[config.mk]
export PLATFORM = sky130hd
export DESIGN_NAME = nibble_serial_port
export DESIGN_NICKNAME = d
export VERILOG_FILES = /design/src/rtl/nsp_pkg.sv /design/src/rtl/nsp_clk_div.sv /design/src/rtl/nibble_serial_port.sv
export SDC_FILE = /design/constraint.sdc
export NUM_CORES = 1
export LEC_CHECK = 0
export ABC_AREA = 1
export BUFFER_PORTS_ARGS = -buffer_cell sky130_fd_sc_hd__clkbuf_2
export CAP_MARGIN = 0
export CORE_ASPECT_RATIO = 1.1
export CORE_MARGIN = 2
export CORE_UTILIZATION = 53
export DETAILED_ROUTE_END_ITERATION = 8
export PLACE_DENSITY_LB_ADDON = 0.08
export SYNTH_ARGS = -nofsm -noshare
export SYNTH_HDL_FRONTEND = slang
export SYNTH_SLANG_ARGS = --single-unit
[constraint.sdc]
create_clock -name ref_clk -period 4.8 [get_ports ref_clk]
set_input_delay 1.2 -clock ref_clk [delete_from_list [all_inputs] [get_ports ref_clk]]
set_output_delay 1.2 -clock ref_clk [all_outputs]
set_load 0.005 [all_outputs]
[src/rtl/nsp_pkg.sv]
/*
 nibble serial port package: register offsets, reset values, field positions,
 states and bus carriers.
 assumes a 4-bit register port and a nibble-wide buffer memory port.
*/
package nsp_pkg;

    localparam logic [8:0] OFF_COUNT_LOW   = 9'h009;
    localparam logic [8:0] OFF_COUNT_HIGH  = 9'h00a;
    localparam logic [8:0] OFF_CLK_DIV     = 9'h00b;
    localparam logic [8:0] OFF_CLK_POL     = 9'h00c;
    localparam logic [8:0] OFF_PORT6_SEL   = 9'h012;
    localparam logic [8:0] OFF_COMMAND     = 9'h0e0;
    localparam logic [8:0] OFF_IRQ_STATUS  = 9'h0e1;
    localparam logic [8:0] OFF_IRQ_MASK    = 9'h0e2;
    localparam logic [8:0] OFF_BUSY        = 9'h0e3;

    localparam logic [3:0] RST_COUNT_LOW   = 4'h2;
    localparam logic [3:0] RST_COUNT_HIGH  = 4'h0;
    localparam logic [3:0] RST_CLK_DIV     = 4'h0;
    localparam logic [3:0] RST_CLK_POL     = 4'h0;
    localparam logic [3:0] RST_PORT6_SEL   = 4'h0;

    // polarity register: bit0 inverts the clock, bit2 enables the read clock, bit3 the write clock
    localparam int POL_INVERT_BIT = 0;
    localparam int POL_RCLK_BIT   = 2;
    localparam int POL_WCLK_BIT   = 3;
    // command register: bit0 starts a send, bit1 starts a receive
    localparam int CMD_SEND_BIT   = 0;
    localparam int CMD_RECV_BIT   = 1;
    // port 6 select: bit0 picks the serial function
    localparam int P6_SERIAL_BIT  = 0;

    localparam logic [8:0] BUF_FIRST = 9'h050;
    localparam logic [8:0] BUF_LAST  = 9'h14e;
    localparam logic [3:0] DIV_CODE_MAX = 4'ha;
    localparam int BITS_PER_NIBBLE = 4;

    typedef enum logic [3:0] {
        ST_IDLE  = 4'b0001,
        ST_FETCH = 4'b0010,
        ST_SHIFT = 4'b0100,
        ST_STORE = 4'b1000
    } xfer_state_t;

    typedef struct packed {
        logic [8:0] addr;
        logic [3:0] wdata;
        logic       wr;
        logic       rd;
    } reg_req_t;

    typedef struct packed {
        logic [8:0] addr;
        logic [3:0] wdata;
        logic       wr;
        logic       rd;
    } buf_req_t;

endpackage : nsp_pkg

[src/rtl/nsp_clk_div.sv]
/*
 shift clock divider: one tick per half period of fsys / 2^(code+1).
 assumes code 1..10; code 0 is reserved and gives no tick.
*/
`timescale 1ns/1ps
`default_nettype none
module nsp_clk_div
    import nsp_pkg::*;
(
    input  wire logic       ref_clk,
    input  wire logic       nrst,
    input  wire logic       run,
    input  wire logic [3:0] code,
    output logic            half_tick
);
    logic [10:0] cnt_r;
    logic [10:0] half_len;

    // half period of divide by 2^(code+1) is 2^code cycles
    always_comb begin
        half_len = 11'h000;
        if (code != 4'h0 && code <= DIV_CODE_MAX) begin
            half_len = 11'(11'h001 << code[3:0]) - 11'h001;
        end
    end

    always_ff @(posedge ref_clk) begin
        if (!nrst || !run || code == 4'h0 || code > DIV_CODE_MAX) begin
            cnt_r     <= 11'h000;
            half_tick <= 1'b0;
        end else if (cnt_r >= half_len) begin
            cnt_r     <= 11'h000;
            half_tick <= 1'b1;
        end else begin
            cnt_r     <= cnt_r + 11'h001;
            half_tick <= 1'b0;
        end
    end
endmodule : nsp_clk_div
`default_nettype wire

[src/rtl/nibble_serial_port.sv]
/*
 nibble serial port: moves a programmed number of nibbles between the serial
 buffer area and an external serial device, LSB first.
 assumes a single-cycle nibble memory port with read data one cycle later,
 and a register port with read data one cycle after the read strobe.
*/
// Design decision made here: the plain strobed port.
// What this block does
// - synchronous shift-clocked send and receive, default length eight bits
// - port 6 pins serve the serial port only when selected
// - transfers are whole nibbles, least significant bit first
// - nibbles come from or go to buffer 050H upward in order
// - nibble count from high and low registers; resets 0 and 2
// - polarity bits 3 and 2 both clear abort and reset the transceiver
// - shift clock is fsys divided by 2^(code+1), code 0 reserved
// - non-inverted clock idles high, data latched on rising edge
// - inverted clock idles low, data latched on falling edge
// - shift clock leaves on whichever clock pin is enabled
// - disabled serial function floats pins and leaves buffer untouched
// - transfer completion raises the serial interrupt request
`timescale 1ns/1ps
`default_nettype none
module nibble_serial_port
    import nsp_pkg::*;
(
    input  wire logic       ref_clk,
    input  wire logic       nrst,
    input  wire reg_req_t   reg_req,
    output logic [3:0]      reg_rdata,
    output buf_req_t        buf_req,
    input  wire logic [3:0] buf_rdata,
    input  wire logic       sdi_pin,
    output logic            sdo_out,
    output logic            sdo_oe,
    output logic            wclk_out,
    output logic            wclk_oe,
    output logic            rclk_out,
    output logic            rclk_oe,
    output logic            irq
);
    ////////////////////////////////////////////////////////////////////////////
    logic [3:0]  count_low_r;
    logic [3:0]  count_high_r;
    logic [3:0]  clk_div_r;
    logic [3:0]  clk_pol_r;
    logic [3:0]  port6_sel_r;
    logic [3:0]  irq_status_r;
    logic [3:0]  irq_mask_r;
    logic        sdi_meta_r;
    logic        sdi_sync_r;
    xfer_state_t state_r;
    logic        recv_r;
    logic [7:0]  nib_left_r;
    logic [8:0]  buf_addr_r;
    logic [3:0]  shift_r;
    logic [1:0]  bit_idx_r;
    logic        phase_r;
    logic        done_evt;
    logic        half_tick;
    logic        serial_on;
    logic        abort;
    logic        clk_idle;
    logic        start_send;
    logic        start_recv;
    logic        start_ok;
    logic [7:0]  count_total;
    logic        div_ok;

    // receive sampling and fetch pacing
    logic        fetch_wait_r;
    logic [1:0]  rx_dly_r;
    logic        rx_cap_r;
    logic        rx_bit;

    assign serial_on  = port6_sel_r[P6_SERIAL_BIT];
    assign abort      = !clk_pol_r[POL_WCLK_BIT] && !clk_pol_r[POL_RCLK_BIT];
    assign clk_idle   = !clk_pol_r[POL_INVERT_BIT];
    assign start_send = reg_req.wr && reg_req.addr == OFF_COMMAND && reg_req.wdata[CMD_SEND_BIT];
    assign start_recv = reg_req.wr && reg_req.addr == OFF_COMMAND && reg_req.wdata[CMD_RECV_BIT];
    assign count_total = {count_high_r, count_low_r};
    // a reserved or out-of-range speed code would leave the shift clock stalled
    assign div_ok      = clk_div_r != 4'h0 && clk_div_r <= DIV_CODE_MAX;
    // start needs a nonzero count and a usable speed code
    assign start_ok    = (start_send || start_recv) && count_total != 8'h00 && div_ok;

    ////////////////////////////////////////////////////////////////////////////
    // register writes
    always_ff @(posedge ref_clk) begin
        if (!nrst) begin
            count_low_r  <= RST_COUNT_LOW;
            count_high_r <= RST_COUNT_HIGH;
            clk_div_r    <= RST_CLK_DIV;
            clk_pol_r    <= RST_CLK_POL;
            port6_sel_r  <= RST_PORT6_SEL;
            irq_mask_r   <= 4'h0;
        end else if (reg_req.wr) begin
            case (reg_req.addr)
                OFF_COUNT_LOW:  count_low_r  <= reg_req.wdata;
                OFF_COUNT_HIGH: count_high_r <= reg_req.wdata;
                OFF_CLK_DIV:    clk_div_r    <= reg_req.wdata;
                OFF_CLK_POL:    clk_pol_r    <= reg_req.wdata;
                OFF_PORT6_SEL:  port6_sel_r  <= reg_req.wdata;
                OFF_IRQ_MASK:   irq_mask_r   <= reg_req.wdata;
                default:        ;
            endcase
        end
    end

    // sticky done flag, set wins over write-one-to-clear
    always_ff @(posedge ref_clk) begin
        if (!nrst) begin
            irq_status_r <= 4'h0;
        end else begin
            if (reg_req.wr && reg_req.addr == OFF_IRQ_STATUS) begin
                irq_status_r <= irq_status_r & ~reg_req.wdata;
            end
            if (done_evt) begin
                irq_status_r[0] <= 1'b1;
            end
        end
    end

    // level interrupt, one cycle behind the status bits
    always_ff @(posedge ref_clk) begin
        if (!nrst) begin
            irq <= 1'b0;
        end else begin
            irq <= |(irq_status_r & irq_mask_r);
        end
    end

    always_ff @(posedge ref_clk) begin
        if (!nrst) begin
            reg_rdata <= 4'h0;
        end else if (reg_req.rd) begin
            case (reg_req.addr)
                OFF_COUNT_LOW:  reg_rdata <= count_low_r;
                OFF_COUNT_HIGH: reg_rdata <= count_high_r;
                OFF_CLK_DIV:    reg_rdata <= clk_div_r;
                OFF_CLK_POL:    reg_rdata <= clk_pol_r;
                OFF_PORT6_SEL:  reg_rdata <= port6_sel_r;
                OFF_IRQ_STATUS: reg_rdata <= irq_status_r;
                OFF_IRQ_MASK:   reg_rdata <= irq_mask_r;
                OFF_BUSY:       reg_rdata <= {2'b00, recv_r, state_r != ST_IDLE};
                default:        reg_rdata <= 4'h0;
            endcase
        end else begin
            reg_rdata <= 4'h0;
        end
    end

    ////////////////////////////////////////////////////////////////////////////
    // input pin synchroniser
    always_ff @(posedge ref_clk) begin
        if (!nrst) begin
            sdi_meta_r <= 1'b0;
            sdi_sync_r <= 1'b0;
        end else begin
            sdi_meta_r <= sdi_pin;
            sdi_sync_r <= sdi_meta_r;
        end
    end

    // receive sample: the synchronised pin one cycle after the clock returns to idle,
    // which is the pin level one cycle before that edge; the far side may change data soon after
    always_ff @(posedge ref_clk) begin
        if (!nrst) begin
            rx_dly_r <= 2'b00;
            rx_cap_r <= 1'b0;
        end else begin
            rx_dly_r <= {rx_dly_r[0], state_r == ST_SHIFT && half_tick && !phase_r};
            if (rx_dly_r[1]) begin
                rx_cap_r <= sdi_sync_r;
            end
        end
    end

    // at the fastest speed code the capture and the shift share an edge
    assign rx_bit = rx_dly_r[1] ? sdi_sync_r : rx_cap_r;

    nsp_clk_div u_div (
        .ref_clk   (ref_clk),
        .nrst      (nrst),
        .run       (state_r == ST_SHIFT),
        .code      (clk_div_r),
        .half_tick (half_tick)
    );

    ////////////////////////////////////////////////////////////////////////////
    // transfer sequencer: fetch nibble, shift four bits, store nibble
    always_ff @(posedge ref_clk) begin
        if (!nrst || abort || !serial_on) begin
            state_r    <= ST_IDLE;
            recv_r     <= 1'b0;
            nib_left_r <= 8'h00;
            buf_addr_r <= BUF_FIRST;
            shift_r    <= 4'h0;
            bit_idx_r  <= 2'd0;
            phase_r    <= 1'b0;
            done_evt   <= 1'b0;
            fetch_wait_r <= 1'b0;
        end else begin
            done_evt <= 1'b0;
            case (state_r)
                ST_IDLE: begin
                    if (start_ok) begin
                        nib_left_r <= count_total;
                        buf_addr_r <= BUF_FIRST;
                        recv_r     <= start_recv && !start_send;
                        fetch_wait_r <= 1'b1;
                        state_r    <= ST_FETCH;
                    end
                end
                ST_FETCH: begin
                    // read data stands one cycle after the buffer read strobe
                    fetch_wait_r <= 1'b0;
                    if (!fetch_wait_r) begin
                        shift_r   <= buf_rdata;
                        bit_idx_r <= 2'd0;
                        phase_r   <= 1'b0;
                        state_r   <= ST_SHIFT;
                    end
                end
                ST_SHIFT: begin
                    if (half_tick) begin
                        phase_r <= !phase_r;
                        if (phase_r) begin
                            // end of the idle half period, at the next leading edge: one bit per period
                            if (recv_r) begin
                                shift_r <= {rx_bit, shift_r[3:1]};
                            end else begin
                                shift_r <= {1'b0, shift_r[3:1]};
                            end
                            bit_idx_r <= bit_idx_r + 2'd1;
                            if (bit_idx_r == 2'(BITS_PER_NIBBLE - 1)) begin
                                state_r <= ST_STORE;
                            end
                        end
                    end
                end
                ST_STORE: begin
                    nib_left_r <= nib_left_r - 8'h01;
                    buf_addr_r <= (buf_addr_r == BUF_LAST) ? BUF_FIRST : buf_addr_r + 9'h001;
                    if (nib_left_r == 8'h01) begin
                        state_r  <= ST_IDLE;
                        done_evt <= 1'b1;
                    end else begin
                        state_r      <= ST_FETCH;
                        fetch_wait_r <= 1'b1;
                    end
                end
                default: state_r <= ST_IDLE;
            endcase
        end
    end

    // buffer port: read on fetch entry, write on store when receiving
    always_ff @(posedge ref_clk) begin
        if (!nrst) begin
            buf_req <= '0;
        end else begin
            // a new transfer always begins at the first buffer location
            buf_req.addr  <= (state_r == ST_IDLE) ? BUF_FIRST : buf_addr_r;
            buf_req.wdata <= shift_r;
            buf_req.rd    <= serial_on && !abort && state_r == ST_IDLE && start_ok;
            buf_req.wr    <= serial_on && !abort && state_r == ST_SHIFT && recv_r && half_tick && phase_r
                             && bit_idx_r == 2'(BITS_PER_NIBBLE - 1);
            if (state_r == ST_STORE && nib_left_r != 8'h01) begin
                buf_req.rd   <= 1'b1;
                buf_req.addr <= (buf_addr_r == BUF_LAST) ? BUF_FIRST : buf_addr_r + 9'h001;
            end
            if (state_r == ST_SHIFT && recv_r && half_tick && phase_r) begin
                buf_req.wdata <= {rx_bit, shift_r[3:1]};
            end
        end
    end

    ////////////////////////////////////////////////////////////////////////////
    // pins: clock leaves its idle level on the first half period
    // data changes with the leading clock edge, so it is steady at the latching edge
    always_ff @(posedge ref_clk) begin
        if (!nrst) begin
            wclk_out <= 1'b1;
            rclk_out <= 1'b1;
            wclk_oe  <= 1'b0;
            rclk_oe  <= 1'b0;
            sdo_out  <= 1'b0;
            sdo_oe   <= 1'b0;
        end else begin
            wclk_out <= (state_r == ST_SHIFT && !phase_r) ? !clk_idle : clk_idle;
            rclk_out <= (state_r == ST_SHIFT && !phase_r) ? !clk_idle : clk_idle;
            wclk_oe  <= serial_on && clk_pol_r[POL_WCLK_BIT];
            rclk_oe  <= serial_on && clk_pol_r[POL_RCLK_BIT];
            sdo_out  <= shift_r[0];
            sdo_oe   <= serial_on && !abort && !recv_r;
        end
    end
endmodule : nibble_serial_port
`default_nettype wire

==> metrics.txt, run 1 <==
DRC=0; post-synth top area share=about two fifths; Worst path top cell family by delay=simple AND/OR/NAND/NOR gates; CP startpoint kind=flip-flop; arrival time at the worst endpoint=around 3200 ps; clk buf depth=2; ys flop type=dfxtp_1; post-synthesis cell area=roughly 5100 µm²; vias=roughly 4800; Syn Area/Cell=7.092 µm²; CP bufs+invs=0; global-route wire length before repair=around 20000 µm; H-tree levels=3; Post-DP HPWL=about 9000 µm; slew margin rel.=between 60% and 70%; Starting Density=approximately 55%; Worst Hold Path Cells=2; post-CTS sizing=0; Final Hold Fails=0; GP Congestion=roughly 0.91; critical path required time=between 5000 and 6000 ps; total CTS buffers=9; worst-path fanout max=11; Worst-Margin Slew=482.9 ps; I/O Pins=between 40 and 50; synthesized flop and latch total=approximately 100; number of synthesized flops with an enable pin=0; area of the core=~9400 µm²; WP depth=14; commonest non-fill, non-tap cell in the layout=nand2_1; Num Clock Sinks=around 100; CTS Hold Bufs=0; initial antenna violation count=0; final worst path period share=between 60% and 70%; worst hold path type=reg2reg; synth unique cells=a little over 40; ANT nets after route=0; Reg2Reg Depth=14; number of setup buffers added after CTS=0; max cap viols=0; Root Driver=clkbuf_8; critical path class=reg2reg; vias in the first global route=4500; leakage power total=0.002481 µW; largest net degree at the start of global routing=37; final WL=~12000 µm; layout cell share with drive strength beyond 1=about 16%; setup_tns=0 ps; outcome=complete, no violations; wire per inst=roughly 13 µm; Synth-to-Final Area Change=9.820%; clock period minus worst slack=approximately 2900 ps; global-route usage over all layers=23.68%; Final setup viols=0; final core utilization=60.01%; die height=107.2 µm; initial DRC count=about 200; Fmax=between 300 and 400 MHz; Post-synth ARST share=0%; Clk Latency, worst-skew pair=between 300 and 400 ps; DR pass1 iterations=5; sequential area share after synthesis=a little under 40%; diodes inserted=0; Synth Instances=between 700 and 800; Max stage delay on crit path=450 ps; syn nets=approximately 760; die area=around 10000 µm²; Ys Warns=0; Crit. End Element=flip-flop; Max Slew Vio Count=0; RSZ-0062 raised after global routing=no; Clock transition at path regs=roughly 100 ps; Synth area leaders=dfxtp_1 39%, nand2_1 10%, a21oi_1 6.4%; leading area contributor after synthesis=dfxtp_1; PD cells=248.8 nW/µm²; Cell Chain, Critical Path=nor2_1 > nand2_2 > ha_1 > nand2_1 > a21oi_1 > nand2_1 > nand2_1 > nand3_1 > ha_1 > a21oi_1 > o21ai_0 > a21oi_1 > nand4_1 > nor3_1; CTS tree=yes; Layout Nets=slightly above 800; num rows=37; IO Port Bufs=47; maximum vdd drop=between 0.15 and 0.2 mV; most frequent cells in the layout=139 x nand2_1, 101 x dfxtp_1, 79 x nor2_1; Post-Route Skew=a little over 7 ps; Via density=approximately 5.4; Die Wd=just under 100 µm; grt ovf=0; slowest stage cell, crit path=dfxtp_1
[power breakdown]
part	internal, µW	switching (µW)	total (µW)
Combinational	14.7	35.0	49.6
Clock	199	315	514
Sequential	839	0.566	840
Total	1050	350	1400
[worst paths after layout]
check / slack [ps] / from / end
worst max-delay path: 1910 / clk_div_r[1] / u_div.cnt_r[3]
worst min-delay path: 430 / sdi_meta_r / sdi_sync_r
worst max register to register: 1910 / clk_div_r[1] / u_div.cnt_r[3]
worst min register to register: 430 / sdi_meta_r / sdi_sync_r
[sequential cells by signal (all words and copies together), names as in the netlist, 2 cells and up]
name and count:
irq_status_r 4, bit_idx_r 2, shift_r 4, buf_addr_r 9, u_div.cnt_r 11, irq_mask_r 4
port6_sel_r 4, reg_rdata 4, state_r 4, count_low_r 4, buf_req 15, clk_div_r 4
rx_dly_r 2, nib_left_r 8, clk_pol_r 4, count_high_r 4
[cell families after synthesis]
kind of cell,count (synthesis),synth area share [%]
simple gates,351,32.53
compound gates,137,13.86
buf+inv,109,8.479
flops,101,39.38
fa+ha+maj,18,4.386
xor+xnor,8,1.365
[synthesized netlist by cell type, types with 2 or more instances]
cell type    n
a21oi_1     66
dfxtp_1    101
ha_1        18
nand2_4      2
nand2_2      8
inv_2       16
or2_2        4
xnor2_1      2
nor3_1      12
nor3_2       5
inv_1       76
nor2_4       4
o21ai_1      9
nor2_2      10
nand3_2      2
nand4_1     18
nand2_1    139
clkbuf_1     5
nand3_1     61
o21ai_0     53
o211ai_1     2
nor2_1      79
nor3_4       2
buf_4        2
buf_2        7
xor2_1       6
[area by class of cell]
class / instances / area (µm²)
Sequential cell: 101 / 2022
Clock inverter: 6 / 56.30
Inverter: 93 / 351.6
Fill cell: 926 / 3759
Tap cell: 117 / 146.4
Multi-Input combinational cell: 514 / 2678
Clock buffer: 10 / 127.6
Timing Repair Buffer: 50 / 257.7
[metrics by stage]
step                      total power (µW)  setup WS [ps]  area [µm²]  instances  hold slack (ps)
final                                 1403           1910        5639        891            433.2
after global routing                  1460           1637        5639        891            462.5
after global placement               907.9           1878        5455        875            393.8
after detailed placement             908.7           1810        5455        875            408.3
after CTS                             1423           1917        5639        891            431.8
after floorplan                      885.5           2543        5135        724            390.5
[worst min-delay path, stage by stage, from the launching register on]
cell and delay, ps:
dfxtp_1 310, nand2_1 60, inv_1 30
[routing by layer]
metal / share of wire (%) / global-route usage (%)
met2: 50 / 42.17
met3: 5.3 / 4.954
met5: 0 / 0
met1: 42 / 28.10
met4: 2.1 / 8.532
Power figures use the tool's default switching activity.
==> inputs of run 2 (changes only) <==
==> constraint.sdc (replaced) <==
create_clock -name ref_clk -period 2.5 [get_ports ref_clk]
set_input_delay 0.625 -clock ref_clk [delete_from_list [all_inputs] [get_ports ref_clk]]
set_output_delay 0.625 -clock ref_clk [all_outputs]
set_load 0.005 [all_outputs]
==> metrics.txt, run 2 (synthesized netlist as in run 1, its figures left out) <==
P_sw=around 630 µW; Final setup viols=0; max cap viols=0; most frequent cells in the layout=136 x nand2_1, 97 x dfxtp_1, 74 x nor2_1; outcome=complete, no violations; commonest non-fill, non-tap cell in the layout=nand2_1; Final WS setup=around 51 ps; maximum vdd drop=0.3424 mV; Comb power frac=3.6%; top routing layer in use=met4; slowest stage cell, crit path=dfxtp_4; part of the power in the clock network=a little under two fifths; global-route wire length before repair=between 20000 and 25000 µm; fill count=around 890; I/O Pins=48; Post-DP HPWL=between 9000 and 10000 µm; post-place setup slack=-2.205 ps; final WL=roughly 13000 µm; Root Driver=clkbuf_8; met2 wire length=about 6500 µm; total CTS buffers=9; IO Port Bufs=47; metal3 WL=~520 µm; layout cell share with drive strength beyond 1=roughly a fifth; Cell Chain, Critical Path=nor2_2 > nand2_2 > ha_2 > nand2_1 > a21oi_2 > nor2_1 > nor2_1 > nand2_1 > ha_4 > a21oi_1 > o21ai_1 > a21oi_1 > nand4_1 > buf_6 > nor3_2; Clk Latency, worst-skew pair=about 380 ps; die height=between 100 and 150 µm; CP startpoint kind=flip-flop; CTS tree=yes; Starting Density=between 50% and 60%; leakage power total=approximately 0.0025 µW; switching share of power=23.07%; arrival time at the worst endpoint=2750 ps; DR pass1 iterations=5; Fmax=a little over 400 MHz; global-route usage over all layers=24.39%; final worst path period share=a little over nine tenths; initial antenna violation count=0; wire per inst=approximately 14 µm; power share of the sequential group=58.9%; GP Congestion=0.9296; Die Wd=a little under 100 µm; Synth-to-Final Area Change=12.01%; slew margin rel.=50.30%; die area=10490 µm²; CP bufs+invs=1; Top reg by flops=buf_req; Via density=roughly 5.4; WL met1=between 5000 and 6000 µm; Num Clock Sinks=101; Crit. End Element=flip-flop; cell area after layout=5752 µm²; Clock transition at path regs=~90 ps; ANT nets after route=0; worst-path fanout max=6; H-tree levels=3; initial DRC count=~250; grt ovf=0; Largest register FFs=15; vias in the first global route=approximately 4600; Post-Route Skew=12.64 ps; vias=roughly 5000; worst hold path type=reg2reg; clk buf depth=2; critical path class=reg2reg; FF-to-FF setup slack=just over 50 ps; internal power=between 2000 and 2500 µW; area of the core=around 9400 µm²; Worst-Margin Slew=744.6 ps; critical path required time=2800 ps; Placement Cell Area=roughly 5500 µm²; num rows=37; Final Hold Fails=0; PD cells=between 400 and 500 nW/µm²; clock period minus worst slack=~2400 ps; Worst path top cell family by delay=simple AND/OR/NAND/NOR gates; largest net degree at the start of global routing=36; Max stage delay on crit path=400 ps; Max Slew Vio Count=0; diodes inserted=0; Layout Nets=814; DRC=0; leading registers by flop count=buf_req x15, u_div.cnt_r x11, buf_addr_r x9
## run 2: stage by stage
stage                     TNS, ps  hold WS [ps]  instances  utilization [%]  total power (µW)
after floorplan                 0         390.5        724                -              1700
after global placement          0         396.0        879            58.37              1746
after detailed placement   -2.205         404.5        879            58.37              1748
after CTS                       0         413.4        894            60.35              2756
after global routing       -937.6         433.4        895            61.20              2813
final                           0         422.3        895            61.20              2730
## run 2: repair_timing
| action | CTS | global route |
|---|---|---|
| setup endpoints to repair | 2 | 11 |
| gates resized for setup | 2 | 26 |
| setup buffers | 0 | 0 |
| hold buffers | 0 | 0 |
| pin swaps | 0 | 3 |
| gates cloned | 0 | 1 |
## run 2: layout make-up
class / count / area (µm²) / area share (%)
Clock buffer: 12 / 135.1 / 2.349
Clock inverter: 3 / 46.29 / 0.8049
Tap cell: 117 / 146.4 / 2.545
Inverter: 93 / 351.6 / 6.113
Timing Repair Buffer: 55 / 296.5 / 5.156
Multi-Input combinational cell: 514 / 2739 / 47.62
Sequential cell: 101 / 2037 / 35.41
## run 2: metal layers
layer,vias to the layer above,global-route usage [%]
met5,-,0
met1,2240,28.84
met4,0,10.52
met2,119,43.49
li1,2469,-
met3,30,4.107
## run 2: final timing paths
check	start	endpoint	cells after the start
hold / removal	sdi_meta_r	sdi_sync_r	2
setup / recovery	clk_div_r[2]	u_div.cnt_r[5]	15
setup reg to reg	clk_div_r[2]	u_div.cnt_r[5]	15
hold reg to reg	sdi_meta_r	sdi_sync_r	2
## run 2: worst reg2reg max path: stages (launching register included)
cell     delay [ps]
dfxtp_4         400
nor2_2           60
nand2_2         100
ha_2            190
nand2_1          70
a21oi_2         170
nor2_1           60
nor2_1           80
nand2_1         100
ha_4            240
a21oi_1         140
o21ai_1          90
a21oi_1         220
nand4_1         170
buf_6           170
nor3_2          110
## run 2: power groups by stage
stage,registers [µW],logic [µW],clock network [µW]
final,1610,99.0,1020
after global routing,1610,110,1090
after CTS,1610,98.6,1050
after detailed placement,1650,97.9,0
after global placement,1650,96.6,0
after floorplan,1650,50.4,0
==> inputs of run 3 (changes only) <==
--- a/config.mk
+++ b/config.mk
@@ -10,7 +10,7 @@
 export CAP_MARGIN = 0
 export CORE_ASPECT_RATIO = 1.1
 export CORE_MARGIN = 2
-export CORE_UTILIZATION = 53
+export CORE_UTILIZATION = 54
 export DETAILED_ROUTE_END_ITERATION = 8
 export PLACE_DENSITY_LB_ADDON = 0.08
 export SYNTH_ARGS = -nofsm -noshare
==> metrics.txt, run 3 (synthesized netlist as in run 1, its figures left out) <==
layout cell share with drive strength beyond 1=19.87%; Post-Route Skew=between 7 and 8 ps; die height=around 110 µm; arrival time at the worst endpoint=about 2700 ps; vias in the first global route=between 4000 and 5000; power consumption=approximately 3000 µW; Final setup viols=0; leading registers by flop count=buf_req x15, u_div.cnt_r x11, buf_addr_r x9; leakage power total=between 0.002 and 0.003 µW; grt ovf=0; Starting Density=a little under three fifths; placed cells=879; Top reg by flops=buf_req; IO Port Bufs=47; Register Area=just over 2000 µm²; Final Non-Filler Cells=897; area of the multi-input gates=about 2800 µm²; Crit. End Element=flip-flop; GP Congestion=0.8956; crit path from=clk_div_r[1]; final core utilization=a little over three fifths; I/O Pins=48; total CTS buffers=9; Max Slew Vio Count=0; clock period minus worst slack=2346 ps; Die Wd=between 90 and 100 µm; final WL=~13000 µm; min-delay src=sdi_meta_r; die area=about 10000 µm²; vias=~5000; Synth-to-Final Area Change=14.47%; final worst path period share=93.84%; Cell Chain, Critical Path=inv_2 > nor2_4 > inv_1 > nor2_2 > nor2_1 > nand2_1 > a21oi_4 > nor2_1 > nor2_1 > nand2_1 > ha_4 > a21oi_2 > o21ai_2 > a21oi_2 > nand4_1 > buf_4 > nor2_1; Worst-Margin Slew=roughly 450 ps; initial DRC count=about 250; diodes inserted=0; H-tree levels=3; ANT nets after route=0; most used cell along the critical path=nor2_1; Via density=between 5 and 6; worst hold slack=430.0 ps; Fmax=approximately 430 MHz; DR pass1 iterations=5; largest net degree at the start of global routing=36; global-route usage over all layers=24.00%; CTS tree=yes; global-route wire length before repair=slightly above 20000 µm; PD cells=504.1 nW/µm²; wire per inst=approximately 14 µm; Layout Nets=816; Root Driver=clkbuf_8; commonest non-fill, non-tap cell in the layout=nand2_1; slowest stage cell, crit path=dfxtp_4; Clk Latency, worst-skew pair=around 370 ps; worst-path fanout max=6; clk buf depth=2; Final Hold Fails=0; slew margin rel.=a little over two thirds; Num Clock Sinks=slightly above 100; area of the core=9305 µm²; initial antenna violation count=0; max cap viols=0; Largest register FFs=15; most frequent cells in the layout=136 x nand2_1, 97 x dfxtp_1, 74 x nor2_1, 74 x inv_1, 62 x a21oi_1; fill count=around 860; Post-DP HPWL=approximately 9000 µm; Worst R2R Start=clk_div_r[1]; critical path class=reg2reg; Max stage delay on crit path=between 300 and 400 ps; critical path required time=approximately 2800 ps; CP startpoint kind=flip-flop; DRC=0; num rows=37; Clock transition at path regs=around 100 ps; outcome=complete, no violations; maximum vdd drop=a little over 0.3 mV; worst hold path type=reg2reg
==> run 3: cell types whose count changed in the layout (fill, tap and decap cells not counted), sizes merged <==
cell / previous run / this run
buf: 8 / 10
bufinv: 1 / 3
clkbuf: 59 / 57
clkinvlp: 1 / 0
inv: 94 / 95
==> run 3: timing repair <==
action | 4_1_cts | 5_1_grt
setup endpoints to repair | 11 | 12
buffers inserted | 0 | 2
gates cloned | 0 | 1
pin swaps | 0 | 4
hold buffers | 0 | 0
gates resized for setup | 4 | 33
==> run 3: area by class of cell <==
cell class	instances	share of cell area [%]
timing repair buffer	57	5.343
sequential	101	34.65
inverter	93	5.981
clock inverter	5	1.831
multi-input combinational	514	47.53
tap	117	2.490
clock buffer	10	2.171
==> run 3: final timing paths <==
path | to | depth (start not counted) | slack (ps)
min reg2reg | sdi_sync_r | 2 | 430
max reg2reg | u_div.cnt_r[0] | 17 | 150
max | u_div.cnt_r[0] | 17 | 150
min | sdi_sync_r | 2 | 430
==> run 3: stage by stage <==
step,worst slack [ps],setup TNS (ps),instance area (µm²)
after floorplan,242.6,0,5135
after global placement,101.6,0,5485
after detailed placement,-93.13,-581.9,5485
after CTS,8.362,0,5728
after global routing,-51.24,-367.4,5878
final,154.0,0,5878
==> run 3: layer usage <==
layer	track usage (%)	vias up	wire length, µm
li1	-	2475	-
met1	29.22	2258	5403
met2	42.51	117	6224
met3	3.024	28	568
met4	10.66	0	305
met5	0	-	0
==> run 3: worst max-delay path, delay by kind of cell (launching register included) <==
| family | cells | cell delay [ps] |
|---|---|---|
| flops | 1 | 380 |
| simple gates | 9 | 740 |
| fa+ha+maj | 1 | 230 |
| compound gates | 4 | 560 |
| buf+inv | 3 | 360 |
==> run 3: power by group <==
group	total [µW]	internal (µW)	switching, µW	leakage, µW
sequential	1610	1610	1.09	0.000818
combinational	100	30.6	69.5	0.00163
clock	1260	668	588	0.000117
